==> config.mk <==
export PLATFORM = sky130hd
export DESIGN_NAME = tile_control_status_regs
export DESIGN_NICKNAME = d
export VERILOG_FILES = /design/src/tcs_pkg.sv /design/src/tile_aux_if.sv /design/src/tile_control_status_regs.sv /design/src/rgmii_txclk_gen.sv /design/src/ring_osc_counters.sv
export SDC_FILE = /design/constraint.sdc
export NUM_CORES = 1
export LEC_CHECK = 0
export BUFFER_PORTS_ARGS = -buffer_cell sky130_fd_sc_hd__buf_2
export CAP_MARGIN = 0
export CORE_MARGIN = 4
export CORE_UTILIZATION = 45
export DETAILED_ROUTE_END_ITERATION = 6
export GPL_ROUTABILITY_DRIVEN = 0
export PLACE_DENSITY = 0.66
export SYNTH_ARGS = -nofsm -noshare
export SYNTH_HDL_FRONTEND = slang
export SYNTH_HIERARCHICAL = 1
export SYNTH_SLANG_ARGS = --single-unit
==> constraint.sdc <==
create_clock -name mclk -period 4.2 [get_ports mclk]
set_clock_uncertainty 0.05 [all_clocks]
set_input_delay 0.84 -clock mclk [delete_from_list [all_inputs] [get_ports mclk]]
set_output_delay 0.84 -clock mclk [all_outputs]
set_load 0.02 [all_outputs]
==> src/tcs_pkg.sv <==
// register numbers, field layout, reset values and sizes of the status bank
package tcs_pkg;
  // processor-status resource encoding
  localparam int PS_NUM_SHIFT = 8;
  localparam int PS_NUM_W = 8;
  localparam logic [7:0] PS_RES_TYPE = 8'h0b;
  // register numbers
  localparam logic [7:0] REG_FEATURE = 8'h02;
  localparam logic [7:0] REG_BOOT = 8'h03;
  localparam logic [7:0] REG_SEC = 8'h05;
  localparam logic [7:0] REG_RO_CTL = 8'h06;
  localparam logic [7:0] REG_RO_VAL0 = 8'h07;
  localparam int RO_NUM = 4;
  localparam int RO_CNT_W = 16;
  // feature control fields
  localparam int FC_DELAY_LSB = 18;
  localparam int FC_DELAY_W = 8;
  localparam int FC_DIV_LSB = 9;
  localparam int FC_DIV_W = 9;
  localparam int FC_RGMII_EN = 8;
  localparam int FC_DYN = 5;
  localparam int FC_DIV_EN = 4;
  localparam int FC_UTMI = 2;
  localparam int FC_ULPI_EN = 1;
  localparam logic [31:0] FC_MASK = 32'h03ff_ff36;
  localparam logic [31:0] FC_RESET = 32'h0000_0000;
  // boot report fields
  localparam int BS_PROC_LSB = 16;
  localparam int BS_PROC_W = 8;
  localparam int BS_OVR = 8;
  localparam int BS_CORE1_OFF = 5;
  localparam int BS_NO_POLL = 4;
  localparam int BS_RAM = 3;
  localparam int BS_JTAG = 2;
  localparam int BS_PLL_LSB = 0;
  localparam int BS_PLL_W = 2;
  // security settings fields
  localparam int SC_WR_LOCK = 31;
  localparam int SC_NO_GDBG = 14;
  localparam int SC_OTP_LOCK_ALL = 12;
  localparam int SC_OTP_LOCK_LSB = 8;
  localparam int SC_OTP_LOCK_W = 4;
  localparam int SC_OTP_RED = 7;
  localparam int SC_OTP_BOOT = 5;
  localparam int SC_NO_JTAG_CFG = 4;
  localparam int SC_NO_JTAG_TAP = 0;
  localparam logic [31:0] SC_MASK = 32'h8000_5fb1;
  localparam logic [31:0] SC_RESET = 32'h0000_0000;
  // ring oscillator control fields
  localparam int RO_PERIPH_EN = 0;
  localparam int RO_CORE_EN = 1;
endpackage

==> src/tile_aux_if.sv <==
`timescale 1ns/10ps
// carries divider settings and oscillator counts between bank and helpers
interface tile_aux_if;
  logic [tcs_pkg::FC_DIV_W-1:0] tx_div;
  logic tx_run;
  logic tx_clk;
  logic core_en;
  logic periph_en;
  logic [tcs_pkg::RO_NUM-1:0][tcs_pkg::RO_CNT_W-1:0] ro_count;
  modport bank (output tx_div, output tx_run, output core_en,
                output periph_en, input tx_clk, input ro_count);
  modport txgen (input tx_div, input tx_run, output tx_clk);
  modport osc (input core_en, input periph_en, output ro_count);
endinterface

==> src/tile_control_status_regs.sv <==
`timescale 1ns/10ps
// processor-status register bank: features, boot report, security, rings
module tile_control_status_regs
(
  // clock, resets, enable
  input wire logic mclk,
  input wire logic rst_n,
  input wire logic por_n,
  input wire logic ce,
  // processor-status access port
  input wire logic ps_req,
  input wire logic ps_we,
  input wire logic [15:0] ps_res,
  input wire logic [31:0] ps_wdata,
  output logic [31:0] ps_rdata,
  output logic ps_ack,
  output logic ps_err,
  // boot straps, sampled once after reset
  input wire logic [7:0] strap_proc_num,
  input wire logic strap_boot_ovr,
  input wire logic strap_core1_off,
  input wire logic strap_no_otp_poll,
  input wire logic strap_boot_ram,
  input wire logic strap_boot_jtag,
  input wire logic [1:0] strap_pll_mode,
  // security word from the OTP reader
  input wire logic [31:0] otp_sec_word,
  input wire logic otp_sec_valid,
  // thread state and oscillator ticks
  input wire logic threads_paused,
  input wire logic [3:0] ro_tick,
  // RGMII, clock divider and USB controls
  output logic rgmii_tx_clk,
  output logic [7:0] rgmii_tx_delay,
  output logic rgmii_port_en,
  output logic clk_div_active,
  output logic usb_utmi_sel,
  output logic ulpi_hw_en,
  // security controls
  output logic gdbg_disable,
  output logic jtag_tap_disable,
  output logic otp_lock_all,
  output logic [3:0] otp_sector_lock,
  output logic otp_redundancy_en,
  output logic otp_boot_force,
  output logic jtag_cfg_block
);
  typedef struct packed {
    logic [31:0] fc;
    logic [31:0] boot;
    logic [31:0] sec;
    logic core_en;
    logic periph_en;
    logic strap_done;
    logic div_act;
    logic [31:0] rdata;
    logic ack;
    logic err;
  } bank_s;
  bank_s st_r;
  bank_s st_nxt;

  tile_aux_if aux ();

  // transmit clock helper
  rgmii_txclk_gen u_txgen
  (
    .mclk (mclk),
    .rst_n (rst_n),
    .ce (ce),
    .aux (aux.txgen)
  );

  // ring counters, on the power-on reset only
  ring_osc_counters u_osc
  (
    .mclk (mclk),
    .por_n (por_n),
    .ce (ce),
    .ro_tick (ro_tick),
    .aux (aux.osc)
  );

  // next state: straps, software access, OTP load, divider gating
  always_comb
  begin
    logic [7:0] num;
    logic type_ok;
    logic [7:0] ro_off;
    logic ro_reg;
    num = ps_res[tcs_pkg::PS_NUM_SHIFT +: tcs_pkg::PS_NUM_W];
    type_ok = 1'b0;
    ro_off = 8'h00;
    ro_reg = 1'b0;
    st_nxt = st_r;
    st_nxt.ack = 1'b0;
    st_nxt.err = 1'b0;
    // only processor-status resource ids are accepted
    type_ok = ps_res[tcs_pkg::PS_NUM_SHIFT-1:0] == tcs_pkg::PS_RES_TYPE;
    ro_off = num - tcs_pkg::REG_RO_VAL0;
    ro_reg = num >= tcs_pkg::REG_RO_VAL0 && ro_off < 8'(tcs_pkg::RO_NUM);

    // straps caught on the first enabled edge after release
    if (!st_r.strap_done)
    begin
      st_nxt.strap_done = 1'b1;
      st_nxt.boot = '0;
      st_nxt.boot[tcs_pkg::BS_PROC_LSB +: tcs_pkg::BS_PROC_W] =
        strap_proc_num;
      // override, core off, no-poll, RAM and JTAG boot flags
      st_nxt.boot[tcs_pkg::BS_OVR] = strap_boot_ovr;
      st_nxt.boot[tcs_pkg::BS_CORE1_OFF] = strap_core1_off;
      st_nxt.boot[tcs_pkg::BS_NO_POLL] = strap_no_otp_poll;
      st_nxt.boot[tcs_pkg::BS_RAM] = strap_boot_ram;
      st_nxt.boot[tcs_pkg::BS_JTAG] = strap_boot_jtag;
      st_nxt.boot[tcs_pkg::BS_PLL_LSB +: tcs_pkg::BS_PLL_W] =
        strap_pll_mode;
    end

    // software access, answered one edge later
    if (ps_req)
    begin
      st_nxt.ack = 1'b1;
      st_nxt.rdata = '0;
      if (!type_ok)
        st_nxt.err = 1'b1;
      else if (ps_we)
      begin
        unique case (num)
          tcs_pkg::REG_FEATURE:
            // delay, divider, enables and USB mode written together
            st_nxt.fc = ps_wdata & tcs_pkg::FC_MASK;
          tcs_pkg::REG_SEC:
          begin
            // a locked word ignores software writes; only reset or an OTP load changes it
            if (!st_r.sec[tcs_pkg::SC_WR_LOCK])
              st_nxt.sec = ps_wdata & tcs_pkg::SC_MASK;
          end
          tcs_pkg::REG_RO_CTL:
          begin
            // start and stop the two ring groups
            st_nxt.core_en = ps_wdata[tcs_pkg::RO_CORE_EN];
            st_nxt.periph_en = ps_wdata[tcs_pkg::RO_PERIPH_EN];
          end
          default:
            // boot report, counts and unmapped numbers refuse writes
            st_nxt.err = 1'b1;
        endcase
      end
      else
      begin
        unique case (num)
          tcs_pkg::REG_FEATURE:
            st_nxt.rdata = st_r.fc;
          tcs_pkg::REG_BOOT:
            // boot report is only ever read
            st_nxt.rdata = st_r.boot;
          tcs_pkg::REG_SEC:
            st_nxt.rdata = st_r.sec;
          tcs_pkg::REG_RO_CTL:
          begin
            st_nxt.rdata[tcs_pkg::RO_CORE_EN] = st_r.core_en;
            st_nxt.rdata[tcs_pkg::RO_PERIPH_EN] = st_r.periph_en;
          end
          default:
          begin
            // counts sit in the four numbers after control
            if (ro_reg)
              st_nxt.rdata[tcs_pkg::RO_CNT_W-1:0] =
                aux.ro_count[ro_off[1:0]];
            else
              st_nxt.err = 1'b1;
          end
        endcase
      end
    end

    // the OTP copy wins over a software write in the same cycle
    if (otp_sec_valid)
      st_nxt.sec = otp_sec_word & tcs_pkg::SC_MASK;

    // dynamic mode waits for all threads to pause
    st_nxt.div_act = st_r.fc[tcs_pkg::FC_DIV_EN] &&
      (!st_r.fc[tcs_pkg::FC_DYN] || threads_paused);
  end

  // state register; the rings keep their own power-on reset
  always_ff @(posedge mclk or negedge rst_n)
  begin
    if (!rst_n)
    begin
      st_r <= '0;
      st_r.fc <= tcs_pkg::FC_RESET;
      st_r.sec <= tcs_pkg::SC_RESET;
    end
    else if (ce)
      st_r <= st_nxt;
  end

  // helper settings
  assign aux.tx_div = st_r.fc[tcs_pkg::FC_DIV_LSB +: tcs_pkg::FC_DIV_W];
  assign aux.tx_run = st_r.fc[tcs_pkg::FC_RGMII_EN];
  assign aux.core_en = st_r.core_en;
  assign aux.periph_en = st_r.periph_en;

  // access answer; the ack is masked so a frozen cycle cannot repeat it
  assign ps_rdata = st_r.rdata;
  assign ps_ack = st_r.ack & ce;
  assign ps_err = st_r.err;

  // port enable gates the RGMII pins and clock
  assign rgmii_port_en = st_r.fc[tcs_pkg::FC_RGMII_EN];
  assign rgmii_tx_clk = aux.tx_clk;
  assign rgmii_tx_delay =
    st_r.fc[tcs_pkg::FC_DELAY_LSB +: tcs_pkg::FC_DELAY_W];
  // division request, registered through the pause gate
  assign clk_div_active = st_r.div_act;
  assign usb_utmi_sel = st_r.fc[tcs_pkg::FC_UTMI];
  assign ulpi_hw_en = st_r.fc[tcs_pkg::FC_ULPI_EN];

  assign gdbg_disable = st_r.sec[tcs_pkg::SC_NO_GDBG];
  assign jtag_tap_disable = st_r.sec[tcs_pkg::SC_NO_JTAG_TAP];
  assign otp_lock_all = st_r.sec[tcs_pkg::SC_OTP_LOCK_ALL];
  assign otp_sector_lock =
    st_r.sec[tcs_pkg::SC_OTP_LOCK_LSB +: tcs_pkg::SC_OTP_LOCK_W];
  // OTP redundancy, OTP boot and JTAG config block
  assign otp_redundancy_en = st_r.sec[tcs_pkg::SC_OTP_RED];
  assign otp_boot_force = st_r.sec[tcs_pkg::SC_OTP_BOOT];
  assign jtag_cfg_block = st_r.sec[tcs_pkg::SC_NO_JTAG_CFG];

  property p_fc_write;
    @(posedge mclk) disable iff (!rst_n)
      ce && ps_req && ps_we && ps_res == {tcs_pkg::REG_FEATURE,
      tcs_pkg::PS_RES_TYPE} |=>
      rgmii_tx_delay == $past(ps_wdata[25:18]) &&
      rgmii_port_en == $past(ps_wdata[8]);
  endproperty
  a_fc_write: assert property (p_fc_write)
    else $error("feature write did not reach delay or port enable");

  property p_div_gate;
    @(posedge mclk) disable iff (!rst_n)
      ce && st_r.fc[tcs_pkg::FC_DIV_EN] && st_r.fc[tcs_pkg::FC_DYN] &&
      !threads_paused |=> !clk_div_active;
  endproperty
  a_div_gate: assert property (p_div_gate)
    else $error("dynamic divider engaged while a thread ran");

  property p_div_static;
    @(posedge mclk) disable iff (!rst_n)
      ce && st_r.fc[tcs_pkg::FC_DIV_EN] && !st_r.fc[tcs_pkg::FC_DYN]
      |=> clk_div_active;
  endproperty
  a_div_static: assert property (p_div_static)
    else $error("static divider not applied");

  property p_boot_ro;
    @(posedge mclk) disable iff (!rst_n)
      ce && st_r.strap_done && ps_req && ps_we &&
      ps_res == {tcs_pkg::REG_BOOT, tcs_pkg::PS_RES_TYPE}
      |=> $stable(st_r.boot) && ps_err;
  endproperty
  a_boot_ro: assert property (p_boot_ro)
    else $error("boot report changed on a write");

  property p_sec_lock;
    @(posedge mclk) disable iff (!rst_n)
      ce && st_r.sec[31] && !otp_sec_valid |=> $stable(st_r.sec);
  endproperty
  a_sec_lock: assert property (p_sec_lock)
    else $error("locked security word changed");

  property p_sec_load;
    @(posedge mclk) disable iff (!rst_n)
      ce && otp_sec_valid |=>
      st_r.sec == ($past(otp_sec_word) & 32'h8000_5fb1);
  endproperty
  a_sec_load: assert property (p_sec_load)
    else $error("security word not copied from OTP");

  property p_ro_read;
    @(posedge mclk) disable iff (!rst_n)
      ce && ps_req && !ps_we &&
      ps_res == {tcs_pkg::REG_RO_VAL0, tcs_pkg::PS_RES_TYPE} |=>
      ps_rdata == {16'h0000, $past(aux.ro_count[0])} && !ps_err;
  endproperty
  a_ro_read: assert property (p_ro_read)
    else $error("count read returned wrong value");

  property p_bad_type;
    @(posedge mclk) disable iff (!rst_n)
      ce && ps_req && ps_res[7:0] != 8'h0b |=> st_r.ack && ps_err;
  endproperty
  a_bad_type: assert property (p_bad_type)
    else $error("foreign resource id not refused");

  property p_ro_ctl;
    @(posedge mclk) disable iff (!rst_n)
      ce && ps_req && ps_we &&
      ps_res == {tcs_pkg::REG_RO_CTL, tcs_pkg::PS_RES_TYPE} |=>
      aux.core_en == $past(ps_wdata[1]) &&
      aux.periph_en == $past(ps_wdata[0]);
  endproperty
  a_ro_ctl: assert property (p_ro_ctl)
    else $error("ring enables not written");

  property p_strap_cap;
    @(posedge mclk) disable iff (!rst_n)
      ce && !st_r.strap_done |=>
      st_r.boot[23:16] == $past(strap_proc_num) &&
      st_r.boot[1:0] == $past(strap_pll_mode);
  endproperty
  a_strap_cap: assert property (p_strap_cap)
    else $error("straps not captured into boot report");
endmodule

==> src/rgmii_txclk_gen.sv <==
`timescale 1ns/10ps
// transmit clock generator: a wrapping counter with two edge matches
module rgmii_txclk_gen
(
  // clock, reset, enable
  input wire logic mclk,
  input wire logic rst_n,
  input wire logic ce,
  // settings in, clock out
  tile_aux_if.txgen aux
);
  typedef struct packed {
    logic [tcs_pkg::FC_DIV_W-1:0] cnt;
    logic clk;
  } txgen_s;
  txgen_s st_r;
  txgen_s st_nxt;

  // next count and clock level
  always_comb
  begin
    st_nxt = st_r;
    if (!aux.tx_run)
    begin
      st_nxt.cnt = '0;
      st_nxt.clk = 1'b0;
    end
    else
    begin
      // wrap at field, ratio is field plus one
      if (st_r.cnt >= aux.tx_div)
        st_nxt.cnt = '0;
      else
        st_nxt.cnt = st_r.cnt + 1'b1;
      if (st_r.cnt == aux.tx_div)
        st_nxt.clk = 1'b1;
      else if (st_r.cnt == (aux.tx_div >> 1))
        st_nxt.clk = 1'b0;
    end
  end

  // state register
  always_ff @(posedge mclk or negedge rst_n)
  begin
    if (!rst_n)
      st_r <= '0;
    else if (ce)
      st_r <= st_nxt;
  end

  assign aux.tx_clk = st_r.clk;

  property p_tx_rise;
    @(posedge mclk) disable iff (!rst_n)
      ce && aux.tx_run && st_r.cnt == aux.tx_div |=> aux.tx_clk;
  endproperty
  a_tx_rise: assert property (p_tx_rise)
    else $error("tx clock did not rise on divider match");

  property p_tx_fall;
    @(posedge mclk) disable iff (!rst_n)
      ce && aux.tx_run && st_r.cnt == (aux.tx_div >> 1) &&
      st_r.cnt != aux.tx_div |=> !aux.tx_clk;
  endproperty
  a_tx_fall: assert property (p_tx_fall)
    else $error("tx clock did not fall on half match");
endmodule

==> src/ring_osc_counters.sv <==
`timescale 1ns/10ps
// four oscillator counters, cleared only at power-on
module ring_osc_counters
(
  // clock, power-on reset, enable
  input wire logic mclk,
  input wire logic por_n,
  input wire logic ce,
  // oscillator ticks, one per ring
  input wire logic [tcs_pkg::RO_NUM-1:0] ro_tick,
  // enables in, counts out
  tile_aux_if.osc aux
);
  typedef struct packed {
    logic [tcs_pkg::RO_NUM-1:0][tcs_pkg::RO_CNT_W-1:0] cnt;
  } osc_s;
  osc_s st_r;
  osc_s st_nxt;
  logic [tcs_pkg::RO_CNT_W-1:0] cnt_nxt [tcs_pkg::RO_NUM];

  // first half on the core enable, second half on the peripheral enable
  genvar gi;
  generate
    for (gi = 0; gi < tcs_pkg::RO_NUM; gi++)
    begin : g_osc
      logic run;
      assign run = (gi < tcs_pkg::RO_NUM / 2) ? aux.core_en : aux.periph_en;
      assign cnt_nxt[gi] = (run && ro_tick[gi]) ?
        st_r.cnt[gi] + 1'b1 : st_r.cnt[gi];
    end
  endgenerate

  // gather the per-ring next values
  always_comb
  begin
    st_nxt = st_r;
    for (int i = 0; i < tcs_pkg::RO_NUM; i++)
      st_nxt.cnt[i] = cnt_nxt[i];
  end

  // system reset leaves the counts alone
  always_ff @(posedge mclk or negedge por_n)
  begin
    if (!por_n)
      st_r <= '0;
    else if (ce)
      st_r <= st_nxt;
  end

  assign aux.ro_count = st_r.cnt;

  property p_osc_hold;
    @(posedge mclk) disable iff (!por_n)
      !aux.core_en |=> $stable(st_r.cnt[0]);
  endproperty
  a_osc_hold: assert property (p_osc_hold)
    else $error("stopped counter moved");

  property p_osc_step;
    @(posedge mclk) disable iff (!por_n)
      ce && aux.periph_en && ro_tick[2] |=>
      st_r.cnt[2] == 16'($past(st_r.cnt[2]) + 16'h0001);
  endproperty
  a_osc_step: assert property (p_osc_step)
    else $error("running counter missed a tick");
endmodule

==> results.cfg <==
[worst_setup_path]
critPathKind = in2reg
path_cells = buf_2 > ha_1 > inv_1 > o31a_1 > nor4_2 > nand3_1 > o211ai_1
end_kind = register
start_kind = input port
regToRegSetupSlack_ns = 2.02
r2r_cells = 7
arrival_ns = 3.30
cpMaxStageDelayCell = nand3_1
crit_path_max_incr_delay_ns = 0.52
endpoint = ps_rdata[5]
reg2reg_to = u_txgen/st_r[4]
startpoint = ps_res[8]
path_max_fanout = 22
r2r_start = aux.tx_div[6]
cp.required_ns = 4.49

[layout]
final_util_pct = 52.25
final_common_cell = dfrtp_1
synthToLayoutAreaGrowth_pct = 14.17
finalNetCount = 943
fillers = 1608
final_layout_size_suffix_gt1_share_pct = 30.93
mostFrequentLayoutCells = dfrtp_1, buf_2, inv_1, xnor2_1, mux2_2
num_antenna_cells = 0

[grt]
met2_usage_pct = 32.34
gr-usage-met3_pct = 4.588
busiest_layer = met2
grt_use_total_pct = 20.38
grt_pass1_vias = 6042
overflow = 0
antenna_found_initial = 0
grt_use_met1_pct = 27.76
grt_pass1_wl_um = 32320
grt_max_degree = 53

[status]
status = finished, final reports clean

[yosys]
synth-seq-cells = 156
synth-edff-count = 0
synth_cells = 725
synth.cell_area_um2 = 8222
ys_warn_count = 6
postSynthAreaPerCell_um2 = 11.34
yosys.cell_types.count = 63
ys_seq_area_share_pct = 47.48
async_reset_ff_share_pct = 100.0
syn-num-nets = 850
ys.flop_type = dfrtp_1

[detailed_routing]
drt_iter0_drc = 287
wl_per_cell_um = 19.03
wirelength_um = 20170
ant_nets = 0
viasPerCell = 5.642
firstDrtPassIters = 5
via_count = 5981
drc = 0

[cts]
cts.clk_slew.worst_paths_ns = 0.06
cts_hold_buffers = 0
clk-insertion-delay-late_ns = 0.44
htreeDepth = 4
cts.sinks = 156
clock-root-buffer = clkbuf_16
cts_buffer_depth = 2
tritoncts = built
cts_inserted_buffers = 17
cts_setup_buffers = 0
post_cts_resized = 0

[floorplan]
die_area_um2 = 20500
die_w_um = 143.2
fp-row-count = 49
start_util_pct = 45.77
core_region_area_um2 = 17960
ios = 164
die_h_um = 143.2

[sta]
setup_viol = 0
max_freq_mhz = 331.8
tns_ns = 0
slew_headroom_pct = 38.94
final_hold_viol_count = 0
tightest_slew_ns = 0.9159
timing.final.crit_period_ns = 3.014
finalMaxSlewViolations = 0
setup_ws_ns = 1.186
final.period_utilization_pct = 71.77
rsz0062_at_grt = no

[hold_path]
hp-class = in2async

[placement]
hpwlAfterDp_um = 14870
dp_slack_ns = 0.7202
io_buffers = 135

[flow_run]
max_cap_violations = 0

[pwr]
peakVddDrop_mv = 0.2894
p_per_area_nw_per_um2 = 353.1
p_leak_nw = 4.474
==> sequential cells by signal (all words and copies together) (netlist names), 4 cells and up <==
name,count
u_txgen/st_r,9
rgmii_tx_delay,8
aux.tx_div,9
u_osc/aux.ro_count,64
st_r,20
ps_rdata,28
otp_sector_lock,4
==> how the worst min path moves through the flow <==
stage                                   to              startpoint  cells after the start
floorplan           u_osc/aux.ro_count[31]  u_osc/aux.ro_count[31]                      1
global placement                  st_r[35]                st_r[35]                      1
detailed placement                st_r[35]                st_r[35]                      1
CTS                      rgmii_tx_delay[2]                   rst_n                      1
global route             rgmii_tx_delay[2]                   rst_n                      1
finish                   rgmii_tx_delay[2]                   rst_n                      1
==> kinds of logic (layout without fill, tap and decap cells) <==
family | after synthesis | after routing | share of synthesized area (%)
and+or+nand+nor | 188 | 188 | 13.35
xor gates and xnor gates | 71 | 71 | 7.563
muxes | 61 | 61 | 10.50
adders and majority gates | 18 | 18 | 2.739
DFF | 156 | 156 | 47.48
buffers and inverters | 114 | 220 | 7.837
AOI/OAI and AO/OA | 117 | 117 | 10.53
==> stage by stage <==
stage	instances	cell area [um2]	power, mW	hold WS (ns)
6_report	1060	9387	3.314	0.3931
5_1_grt	1060	9387	3.431	0.4332
4_1_cts	1060	9387	3.339	0.4028
3_5_place_dp	1028	8800	1.805	0.3999
3_3_place_gp	1028	8800	1.801	0.4015
2_1_floorplan	725	8222	1.689	0.3865
==> area by class of cell <==
class	count	area [um2]	area share [%]
Clock buffer	21	470.5	5.012
Clock inverter	11	116.4	1.240
Inverter	42	157.7	1.680
Multi-Input combinational cell	455	3691	39.32
Sequential cell	156	3904	41.59
Tap cell	229	286.5	3.053
Timing Repair Buffer	146	760.7	8.105
==> metal layers <==
layer / vias up / wire [um]
li1: 2758 / -
met1: 2970 / 8905
met2: 220 / 9450
met3: 33 / 1430
met4: 0 / 381
met5: - / 0
==> critical path: cells and delay by family <==
kind | cells | cell delay [ns]
compound gates | 2 | 0.58
buf+inv | 2 | 0.57
simple gates | 2 | 0.97
fa+ha+maj | 1 | 0.32
==> cells in the mapped netlist (all sizes together) (13+ instances only) <==
cell / number / area share, %
a21oi: 16 / 0.97
a22o: 22 / 2.3
a22oi: 20 / 1.8
and3: 13 / 0.99
buf: 63 / 5.5
dfrtp: 156 / 47
ha: 18 / 2.7
inv: 42 / 1.9
mux2: 42 / 5.8
mux4: 16 / 4.4
nand2: 38 / 1.8
nand3: 37 / 2.4
nand4: 24 / 1.9
nor2: 30 / 1.4
nor3: 13 / 1.1
o21ai: 26 / 1.6
xnor2: 42 / 4.5
xor2: 29 / 3.1
==> where the power goes <==
part / total (mW) / internal (mW) / switching (mW) / leakage [nW]
logic: 0.214 / 0.0837 / 0.130 / 2.09
clock network: 1.54 / 0.918 / 0.621 / 0.285
registers: 1.56 / 1.54 / 0.0258 / 2.10
total: 3.31 / 2.54 / 0.777 / 4.47
Power figures use the tool's default switching activity.
